<file path="src/lspd_pkg.sv">
// Purpose: Constants for the LED string PWM dimming block.
// Assumes: 25 MHz system clock.
// Notes: Mode encodings are one-hot.
package lspd_pkg;
    localparam int STRINGS = 8;
    localparam int INT_W = 8;
    localparam int GLOBAL_W = 6;
    localparam int PHASE_W = 8;
    localparam int FRAME_DIV_W = 16;
    localparam int COUNT_DIV_W = 16;
    localparam int CLK_HZ = 25000000;
    localparam int BASE_HZ = 2500000;
    // Prescale from system clock to the 2.5 MHz base tick
    localparam int BASE_DIV = CLK_HZ / BASE_HZ;
    localparam int BASE_CNT_W = 4;
    localparam logic [GLOBAL_W-1:0] GLOBAL_MAX = 6'h3F;
    localparam logic [FRAME_DIV_W-1:0] FRAME_DIV_RST = 16'h00FA;
    localparam logic [COUNT_DIV_W-1:0] COUNT_DIV_RST = 16'h0008;
    localparam int DUTY_W = 16;
    typedef enum logic [2:0] {
        LSPD_MODE_INTERNAL = 3'h1,
        LSPD_MODE_EXTERNAL = 3'h2,
        LSPD_MODE_GATED    = 3'h4
    } lspd_mode_type;
endpackage : lspd_pkg
</file>
<file path="src/lspd_dimming.sv">
// Purpose: Per-string PWM dimming with phase delay, global intensity and fault output.
// Assumes: Inputs from pins are asynchronous; configuration ports are synchronous.
// Notes: Fault detection comparators live outside; their flags arrive as levels.
// Notes: String intensity and phase are taken at each frame start; divider and gated-mode changes act at once.
// Function
// - Each string turns on its phase delay count of grayscale pulses after frame start.
// - Zero phase delay starts the on-time exactly at frame start.
// - Three modes; internal mode ignores the external dimming input.
// - Internal mode scales per-string intensity by global intensity 0 to 3F.
// - External and gated modes replace global intensity with measured input duty.
// - Gated mode lets strings follow their on-time while input is high, and holds all strings off when low.
// - Driver runs while enable is high, shuts off when low.
// - Open or shorted strings drive the active-low fault output low.
// - Frame rate is the 2.5 MHz base divided by a 16-bit divider.
// - On-time is the top eight bits of intensity times global, in count periods.
`timescale 1ns/1ps
module lspd_dimming
    import lspd_pkg::*;
#(
    parameter int NSTR = STRINGS
) (
    input wire logic clk,
    input wire logic sys_rst,
    input wire logic enable_pin,
    input wire logic ext_dim_pin,
    input wire lspd_mode_type dimming_mode,
    input wire logic [FRAME_DIV_W-1:0] frame_rate_divider,
    input wire logic [COUNT_DIV_W-1:0] count_clock_divider,
    input wire logic [GLOBAL_W-1:0] global_intensity,
    input wire logic [NSTR*INT_W-1:0] string_intensity,
    input wire logic [NSTR*PHASE_W-1:0] string_phase_delay,
    input wire logic [NSTR-1:0] open_detect,
    input wire logic [NSTR-1:0] short_detect,
    output logic [NSTR-1:0] string_cathode_outputs,
    output logic [NSTR-1:0] open_circuit_flags,
    output logic [NSTR-1:0] short_circuit_flags,
    output logic [GLOBAL_W-1:0] measured_global,
    output logic fault_n
);
    // ****************************************
    // Pin synchronisers
    // ****************************************
    logic en_s1_q, en_s2_q, dim_s1_q, dim_s2_q;

    // Enable resets low so nothing lights before the pin is seen high
    always_ff @(posedge clk or posedge sys_rst) begin
        if (sys_rst) begin
            en_s1_q <= 1'b0;
            en_s2_q <= 1'b0;
        end else begin
            en_s1_q <= enable_pin;
            en_s2_q <= en_s1_q;
        end
    end

    // Dimming pin resets high to match its pull-up: no false low after reset
    always_ff @(posedge clk or posedge sys_rst) begin
        if (sys_rst) begin
            dim_s1_q <= 1'b1;
            dim_s2_q <= 1'b1;
        end else begin
            dim_s1_q <= ext_dim_pin;
            dim_s2_q <= dim_s1_q;
        end
    end

    // ****************************************
    // Mode decode
    // ****************************************
    // Any code other than internal takes the global level from the pin,
    // so an illegal code falls back toward the external source
    wire run = en_s2_q;
    wire internal_mode = (dimming_mode == LSPD_MODE_INTERNAL);
    wire ext_used = !internal_mode;
    wire gated = (dimming_mode == LSPD_MODE_GATED);

    // ****************************************
    // Base tick, frame and count clocks
    // ****************************************
    logic [BASE_CNT_W-1:0] base_q;
    logic [FRAME_DIV_W-1:0] frame_cnt_q;
    logic [COUNT_DIV_W-1:0] gsc_cnt_q;
    // Divider values of zero behave as one so the counters never stall
    wire base_tick = (base_q == BASE_CNT_W'(BASE_DIV - 1));
    wire [FRAME_DIV_W-1:0] frame_last = (frame_rate_divider == '0) ? '0
                                      : frame_rate_divider - 1'b1;
    wire [COUNT_DIV_W-1:0] gsc_last = (count_clock_divider == '0) ? '0
                                    : count_clock_divider - 1'b1;
    wire frame_start = base_tick && (frame_cnt_q == frame_last);
    wire gsc_tick = base_tick && (gsc_cnt_q == gsc_last);

    always_ff @(posedge clk or posedge sys_rst) begin
        if (sys_rst) begin
            base_q <= '0;
            frame_cnt_q <= '0;
            gsc_cnt_q <= '0;
        end else begin
            base_q <= base_tick ? '0 : base_q + 1'b1;
            if (base_tick) begin
                frame_cnt_q <= frame_start ? '0 : frame_cnt_q + 1'b1;
                // Count clock realigns to every frame so phasing is repeatable
                gsc_cnt_q <= (frame_start || gsc_tick) ? '0 : gsc_cnt_q + 1'b1;
            end
        end
    end

    // ****************************************
    // External duty measurement
    // ****************************************
    // High and total samples over one frame; scaled to 0..3F at frame end.
    // The frame-start tick is not sampled, so total is the divider minus one.
    // A zero total reads as zero duty rather than dividing by zero.
    // The measured level lags the pin by one whole frame.
    logic [DUTY_W-1:0] high_q, total_q;
    logic [GLOBAL_W-1:0] meas_q;
    wire [DUTY_W+GLOBAL_W-1:0] scaled = high_q * GLOBAL_MAX;
    wire [DUTY_W+GLOBAL_W-1:0] duty_full = (total_q == '0) ? '0 : scaled / total_q;
    always_ff @(posedge clk or posedge sys_rst) begin
        if (sys_rst) begin
            high_q <= '0;
            total_q <= '0;
            meas_q <= GLOBAL_MAX;
        end else if (base_tick) begin
            if (frame_start) begin
                meas_q <= duty_full[GLOBAL_W-1:0];
                high_q <= '0;
                total_q <= '0;
            end else begin
                high_q <= high_q + {{(DUTY_W-1){1'b0}}, dim_s2_q};
                total_q <= total_q + 1'b1;
            end
        end
    end
    assign measured_global = meas_q;
    wire [GLOBAL_W-1:0] eff_global = ext_used ? meas_q : global_intensity;

    // ****************************************
    // Per-string phase and on-time counters
    // ****************************************
    logic [NSTR-1:0] on_q;
    generate
        for (genvar i = 0; i < NSTR; i++) begin : g_str
            logic [PHASE_W-1:0] dly_q;
            logic [INT_W-1:0] ton_q;
            logic wait_q;
            wire [PHASE_W-1:0] phase = string_phase_delay[i*PHASE_W +: PHASE_W];
            wire [INT_W+GLOBAL_W-1:0] prod = string_intensity[i*INT_W +: INT_W] * eff_global;
            // Product divided by 64: keep the top eight bits
            wire [INT_W-1:0] ton = prod[INT_W+GLOBAL_W-1 -: INT_W];
            always_ff @(posedge clk or posedge sys_rst) begin
                if (sys_rst) begin
                    dly_q <= '0;
                    ton_q <= '0;
                    wait_q <= 1'b0;
                    on_q[i] <= 1'b0;
                end else if (frame_start) begin
                    // Frame start wins over a pending count tick: a phase plus
                    // on-time longer than the frame is cut here, not carried on.
                    // A zero on-time keeps the string dark for the whole frame.
                    ton_q <= ton;
                    dly_q <= phase;
                    wait_q <= (phase != '0);
                    on_q[i] <= (phase == '0) && (ton != '0);
                end else if (gsc_tick) begin
                    if (wait_q) begin
                        if (dly_q == 8'h01) begin
                            wait_q <= 1'b0;
                            on_q[i] <= (ton_q != '0);
                        end
                        dly_q <= dly_q - 1'b1;
                    end else if (on_q[i]) begin
                        if (ton_q == 8'h01) begin
                            on_q[i] <= 1'b0;
                        end
                        ton_q <= ton_q - 1'b1;
                    end
                end
            end
        end
    endgenerate

    // ****************************************
    // Outputs and faults
    // ****************************************
    logic [NSTR-1:0] drive_q, oc_q, sc_q;
    logic fault_n_q;
    wire gate_ok = !gated || dim_s2_q;
    wire [NSTR-1:0] drive_d = run ? (on_q & {NSTR{gate_ok}}) : '0;
    wire fault_any = (|open_detect) || (|short_detect);

    // Registered so the string switches see no decode glitches
    always_ff @(posedge clk or posedge sys_rst) begin
        if (sys_rst) begin
            drive_q <= '0;
        end else begin
            drive_q <= drive_d;
        end
    end

    // Flags and fault follow the detectors with no latching, so the
    // fault output releases as soon as the last fault clears
    always_ff @(posedge clk or posedge sys_rst) begin
        if (sys_rst) begin
            oc_q <= '0;
            sc_q <= '0;
            fault_n_q <= 1'b1;
        end else begin
            oc_q <= open_detect;
            sc_q <= short_detect;
            fault_n_q <= !fault_any;
        end
    end
    assign string_cathode_outputs = drive_q;
    assign open_circuit_flags = oc_q;
    assign short_circuit_flags = sc_q;
    assign fault_n = fault_n_q;
endmodule : lspd_dimming

</file>
<file path="config.mk">
export PLATFORM = sky130hd
export DESIGN_NAME = lspd_dimming
export DESIGN_NICKNAME = d
export VERILOG_FILES = /design/src/lspd_pkg.sv /design/src/lspd_dimming.sv
export SDC_FILE = /design/constraint.sdc
export NUM_CORES = 2
export LEC_CHECK = 0
export BUFFER_PORTS_ARGS = -buffer_cell sky130_fd_sc_hd__buf_2
export CAP_MARGIN = 30
export CORE_UTILIZATION = 58
export CTS_CLUSTER_DIAMETER = 120
export CTS_CLUSTER_SIZE = 14
export DETAILED_ROUTE_END_ITERATION = 6
export PLACE_DENSITY = 0.87
export SETUP_SLACK_MARGIN = 0.2
export SLEW_MARGIN = 20
export SYNTH_ARGS = -nofsm -noshare
export SYNTH_HDL_FRONTEND = slang
export SYNTH_SLANG_ARGS = --single-unit
</file>
<file path="constraint.sdc">
create_clock -name clk -period 44.5 [get_ports clk]
set_clock_uncertainty 0.1 [all_clocks]
set_input_delay 2.225 -clock clk [delete_from_list [all_inputs] [get_ports clk]]
set_output_delay 2.225 -clock clk [all_outputs]
set_load 0.01 [all_outputs]
</file>
---- Yosys cells after proc, flatten, opt, wreduce, memory -nomap -nowiden ----
Index checks and enable logic that the tools add are counted.
storage, ports and cells
  word-level logic and storage cells ...... 357
  output and inout port bits .............. 31
  flip-flop bits (word level) ............. 247
  input bits .............................. 189
operators by class
  reduce and logical (&&, ||, !) cells .... 94
  add/subtract/negate cells ............... 23
  multipliers ............................. 9
  bitwise operators ....................... 1
  muxes and demuxes ....................... 146
  eq/ne operators ......................... 37
  div/mod/pow operators ................... 1
operator list
  kind                     count
  $mux W8                  57
  $reduce_bool A8 Y1       24
  $eq A8 B1 Y1 const B     16
  $sub A8 B1 Y8 const B    16
  $mul A8 B6 Y14           8
  $mux W16                 6
  $mux W1                  80
  $logic_not A8 Y1         8
  $add A16 B1 Y16 const B  3
  $logic_not A16 Y1        3
  $reduce_and A2 Y1        17
  $reduce_bool A2 Y1       17
  $eq A16 B16 Y1           2
  $sub A16 B1 Y16 const B  2
  $ne A3 B2 Y1 const B     8
  $reduce_and A3 Y1        8
  $div A22 B16 Y22         1
  $mul A16 B6 Y22 const B  1
  $add A16 B1 Y16          1
  $ne A2 B2 Y1 const B     8
  $reduce_or A8 Y1         2
  $mux W6                  2
  $logic_and A1 B1 Y1      10
  $and A8 B8 Y8            1
  other kinds (7)          10

---- Logic depth before layout (Yosys ltp) ----
  depth in word-level cells ............... 6
  gate-level depth with buffers ........... 255
  mapped depth without buffers ............ 236

---- Least setup slack after synthesis ----
No wires, ideal clock.
  path type ............................... reg-to-reg
  start ................................... register high_q[6]
  end ..................................... register meas_q[0] (netlist: measured_global[0])
  setup time .............................. 0.099 ns
  cell stages (with the launch flop) ...... 236
  path slack .............................. -4.589 ns
  arrival time ............................ 48.890 ns
  period minus slack after synthesis ...... 49.089 ns
  path buffers ............................ 17
  required time ........................... 44.301 ns
  path through ............................ dfrtp_1 > inv_1 > fa_1 > inv_1 > fa_1 > inv_1 > fa_1 > inv_1 > ha_1 > o211ai_1 > a21oi_1 > o41a_1 > nor2_1 > o21a_1 > nor2_1 > ha_1 > nand2_1 > nand2_1 > (+200 left out) > ha_1 > a21o_1 > a21o_1 > a21o_1 > a21o_1 > a21o_1 > a21oi_1 > nor2b_1 > o21ai_0 > a21oi_1 > o211ai_1 > nand2_1 > nand3_1 > nand2_1 > nand2_1 > nand4_1 > a31oi_1 > o221ai_1
between the ends
  cells in the longest elaborated chain, start to end .. 3
ends and longest elaborated chain
  what                    line                 RTL
  start, declared         lspd_dimming.sv:114  logic [DUTY_W-1:0] high_q, total_q;
  start signal, assigned  lspd_dimming.sv:129  high_q <= high_q + {{(DUTY_W-1){1'b0}}, dim_s2_q};
  $mul A16 B6 Y22         lspd_dimming.sv:116  wire [DUTY_W+GLOBAL_W-1:0] scaled = high_q * GLOBAL_MAX;
  $div A22 B16 Y22        lspd_dimming.sv:117  wire [DUTY_W+GLOBAL_W-1:0] duty_full = (total_q == '0) ? '0 : scaled / total_q;
  $mux W6                 lspd_dimming.sv:117
  end signal, assigned    lspd_dimming.sv:125  meas_q <= duty_full[GLOBAL_W-1:0];
  end, declared           lspd_dimming.sv:115  logic [GLOBAL_W-1:0] meas_q;
No other way between the ends.
A chain may end at the register's enable or synchronous reset.

---- Final worst setup path ----
  start ................................... register high_q[5]
  end ..................................... register meas_q[0] (netlist: measured_global[0])
The elaborated chain is that of the path after synthesis.

==> metrics.md <==
| Metric | Value |
|---|---|
| Outcome | finished, violations left |
| Failing checks | setup timing |
| Reg2Reg Depth | 229 |
| Design area | 44500 µm² |
| Commonest non-fill, non-tap cell in the layout | nand2_1 |
| Biggest cell delay along the critical path | 0.52 ns |
| P&R area growth vs syn | 17.8% |
| Core area | 64500 µm² |
| Worst Path Required | 44.85 ns |
| Share of layout cells above drive strength 1 | 18.8% |
| Final setup vio count | 1 |
| Total Routing Usage GR | 31.5% |
| IO buf count | 219 |
| Placement Setup Slack | -1.37 ns |
| Width of the die | 257 µm |
| Worst Hold Class | reg -> reg |
| Synthesized instance count | 4663 |
| I/O pin cnt | 220 |
| Syn nets | 5556 |
| GR peak layer | met2 |
| Max cap viols | 0 |
| Crit path max-delay cell type | fa_1 |
| Worst-Margin Slew | 0.906 ns |
| Post-synthesis adder-cell area fraction | 28.0% |
| CP Data Arrival Time | 45.85 ns |
| First-pass GRT wire length | 173 mm |
| CTS Buf Count | 22 |
| Mux contribution to synthesized area | 3.23% |
| GR Overflow Total | 0 |
| Hold Violations, Final | 0 |
| Min Hold Slack | 0.246 ns |
| Synth area leaders | dfrtp_1 16%, ha_1 16%, fa_1 12%, nand2_1 5.6%, xnor2_1 5.1% |
| Drt initial violations | 3037 |
| Crit path top cell by count | o21a_1 |
| Met1 Use GR | 37.6% |
| Final min period | 45.50 ns |
| Starting Density | 58.6% |
| Final cell count without fillers | 5986 |
| Clock transition at path regs | 0.08 ns |
| Initial antenna violation count | 16 |
| Crit share post-route | 102% |
| Critical Path Sink Type | flip-flop |
| Worst setup margin | -0.996 ns |
| First-pass DRT Iterations | 6 |
| Total Die Area | 66200 µm² |
| ANT nets after route | 0 |
| Syn Area/Cell | 8.11 µm² |
| Largest family of logic cells by synthesized area | adder cells |
| Most used DFF post-synth | dfrtp_1 |
| GRT met2 Usage | 56.1% |
| TritonCTS clock tree | yes |
| Final Net Count | 6003 |
| Final Max Tran Viols | 0 |
| Post-synth ARST share | 100% |
| Vias per inst | 6.12 |
| Yosys top cell area share | 15.8% |
| Yosys cell types | 102 |
| Site Rows | 93 |
| Fmax | 22.0 MHz |
| RD Place Congestion | 0.994 |
| Post-DP Area | 41300 µm² |
| Die H | 257 µm |
| DP HPWL | 81.0 mm |
| Worst skew pair latency | 0.54 ns |
| Crit-path max FO | 8 |
| Wirelength per Cell | 18.7 µm |
| Simple-gate area share of the yosys netlist | 21.9% |
| Hold bufs inserted after CTS | 0 |
| Sequential area share after synthesis | 16.4% |
| Fill cells | 4819 |
| Number of remaining DRC errors | 0 |
| Hold Path Depth | 0 |
| RSZ-0062 raised after global routing | yes |
| Max clock buf depth | 3 |
| Complex-gate fraction of the synthesized area | 15.9% |
| WS Path Type | reg -> reg |
| Worst setup SP type | flip-flop |
| Flop-to-flop setup slack | -1.0 ns |
| Syn. warnings | 0 |
| Synth Area in XOR/XNOR | 8.99% |
| Synthesized flop and latch total | 247 |
| Worst relative slew slack | 39.4% |
| Post-Route WL | 112 mm |
| Vias | 36600 |
| H-Tree Depth | 1 |
| Mapped Area | 37800 µm² |
| M3 GR Usage | 4.12% |
| Clk Tree Root Cell | clkbuf_16 |
| Placed insts | 5759 |
| Commonest non-fill, non-tap cells in the layout | 550 x nand2_1, 421 x inv_1, 417 x ha_1 |
| Post-synth EDFFs | 0 |
| Yosys top cell by area | dfrtp_1 |
| Clock sinks | 247 |
| Pin count of the biggest net entering global routing | 93 |
| Vias in the first global route | 36100 |
[worst max-delay path, delay by kind of cell (launching register included)]
kind,cells,cell delay (ns)
AO/OA/AOI/OAI,120,23.18
AND/OR/NAND/NOR,58,9.17
buffers and inverters,19,2.82
adder cells (fa/ha/maj),26,7.99
flip-flops,1,0.45
multiplexers,6,1.64
[per-layer routing]
metal  part of all wire [%]  vias to the layer above
li1                       -                    17000
met2                     49                     1578
met3                    7.3                      489
met4                    5.6                        8
met5                  0.041                        -
met1                     38                    17600
[Yosys cell counts, types with 10 or more instances]
library cell and instances:
a211o_1 10, a211oi_1 11, a21boi_0 14, a21o_1 68
a21oi_1 279, a22oi_1 13, a31oi_1 40, and2_1 124
and3_1 35, and4_1 11, clkbuf_1 115, dfrtp_1 238
fa_1 235, ha_1 469, inv_1 437, mux2_2 81
mux2i_1 22, nand2_1 559, nand2b_1 44, nand3_1 82
nand3b_1 17, nand4_1 36, nor2_1 424, nor2b_1 51
nor3_1 144, nor3b_1 26, nor4_1 64, o211ai_1 16
o21a_1 97, o21ai_0 188, o21bai_1 12, o31ai_1 22
or2_2 16, or3_1 42, or4_1 20, xnor2_1 220
xor2_1 168
[stage by stage]
| step | utilization, % | TNS [ns] |
|---|---|---|
| final | 69.0 | -0.996 |
| after detailed placement | 64.1 | -1.37 |
| after floorplan | - | -0.222 |
| after CTS | 66.4 | 0 |
| after global placement | 64.1 | -0.136 |
| after global routing | 69.0 | -3.59 |
[logic make-up after synthesis]
kind of cell | count (synthesis)
buf+inv | 564
xor+xnor | 388
flops | 247
simple gates | 1728
compound gates | 921
fa+ha+maj | 704
mux | 111
[area by class of cell]
type	instances	area, µm²	area share, %
Antenna cell	11	27.5	0.0619
Tap cell	855	1070	2.40
Multi-Input combinational cell	3853	31200	70.1
Inverter	438	1650	3.72
Timing Repair Buffer	548	3690	8.30
Sequential cell	247	6200	13.9
Clock buffer	31	606	1.36
Clock inverter	3	50.0	0.112
[final timing paths]
check / endpoint / start
worst max-delay path: measured_global[0] / high_q[5]
worst min-delay path: dim_s2_q / dim_s1_q
worst max register to register: measured_global[0] / high_q[5]
worst min register to register: dim_s2_q / dim_s1_q
max in group asynchronous: measured_global[4] / sys_rst
min in group asynchronous: gsc_cnt_q[11] / sys_rst
[state kept, by name, indices dropped and copies added (netlist names)]
register                cells
gsc_cnt_q                  16
on_q                        8
g_str.ton_q                64
dim_s1_q                    1
frame_cnt_q                16
dim_s2_q                    1
fault_n                     1
string_cathode_outputs      8
g_str.wait_q                8
total_q                    16
short_circuit_flags         8
base_q                      4
measured_global             6
open_circuit_flags          8
en_s1_q                     1
high_q                     16
en_s2_q                     1
g_str.dly_q                64
[repair_timing]
action                                  CTS  global route
gates cloned                              0             2
pin swaps                                53           222
resized for setup                        50           170
buffers inserted                         77           102
endpoints found under the setup margin    1             2
Power is not shown: default switching activity piles up to over one toggle a cycle in this logic, so the estimate is an artifact.
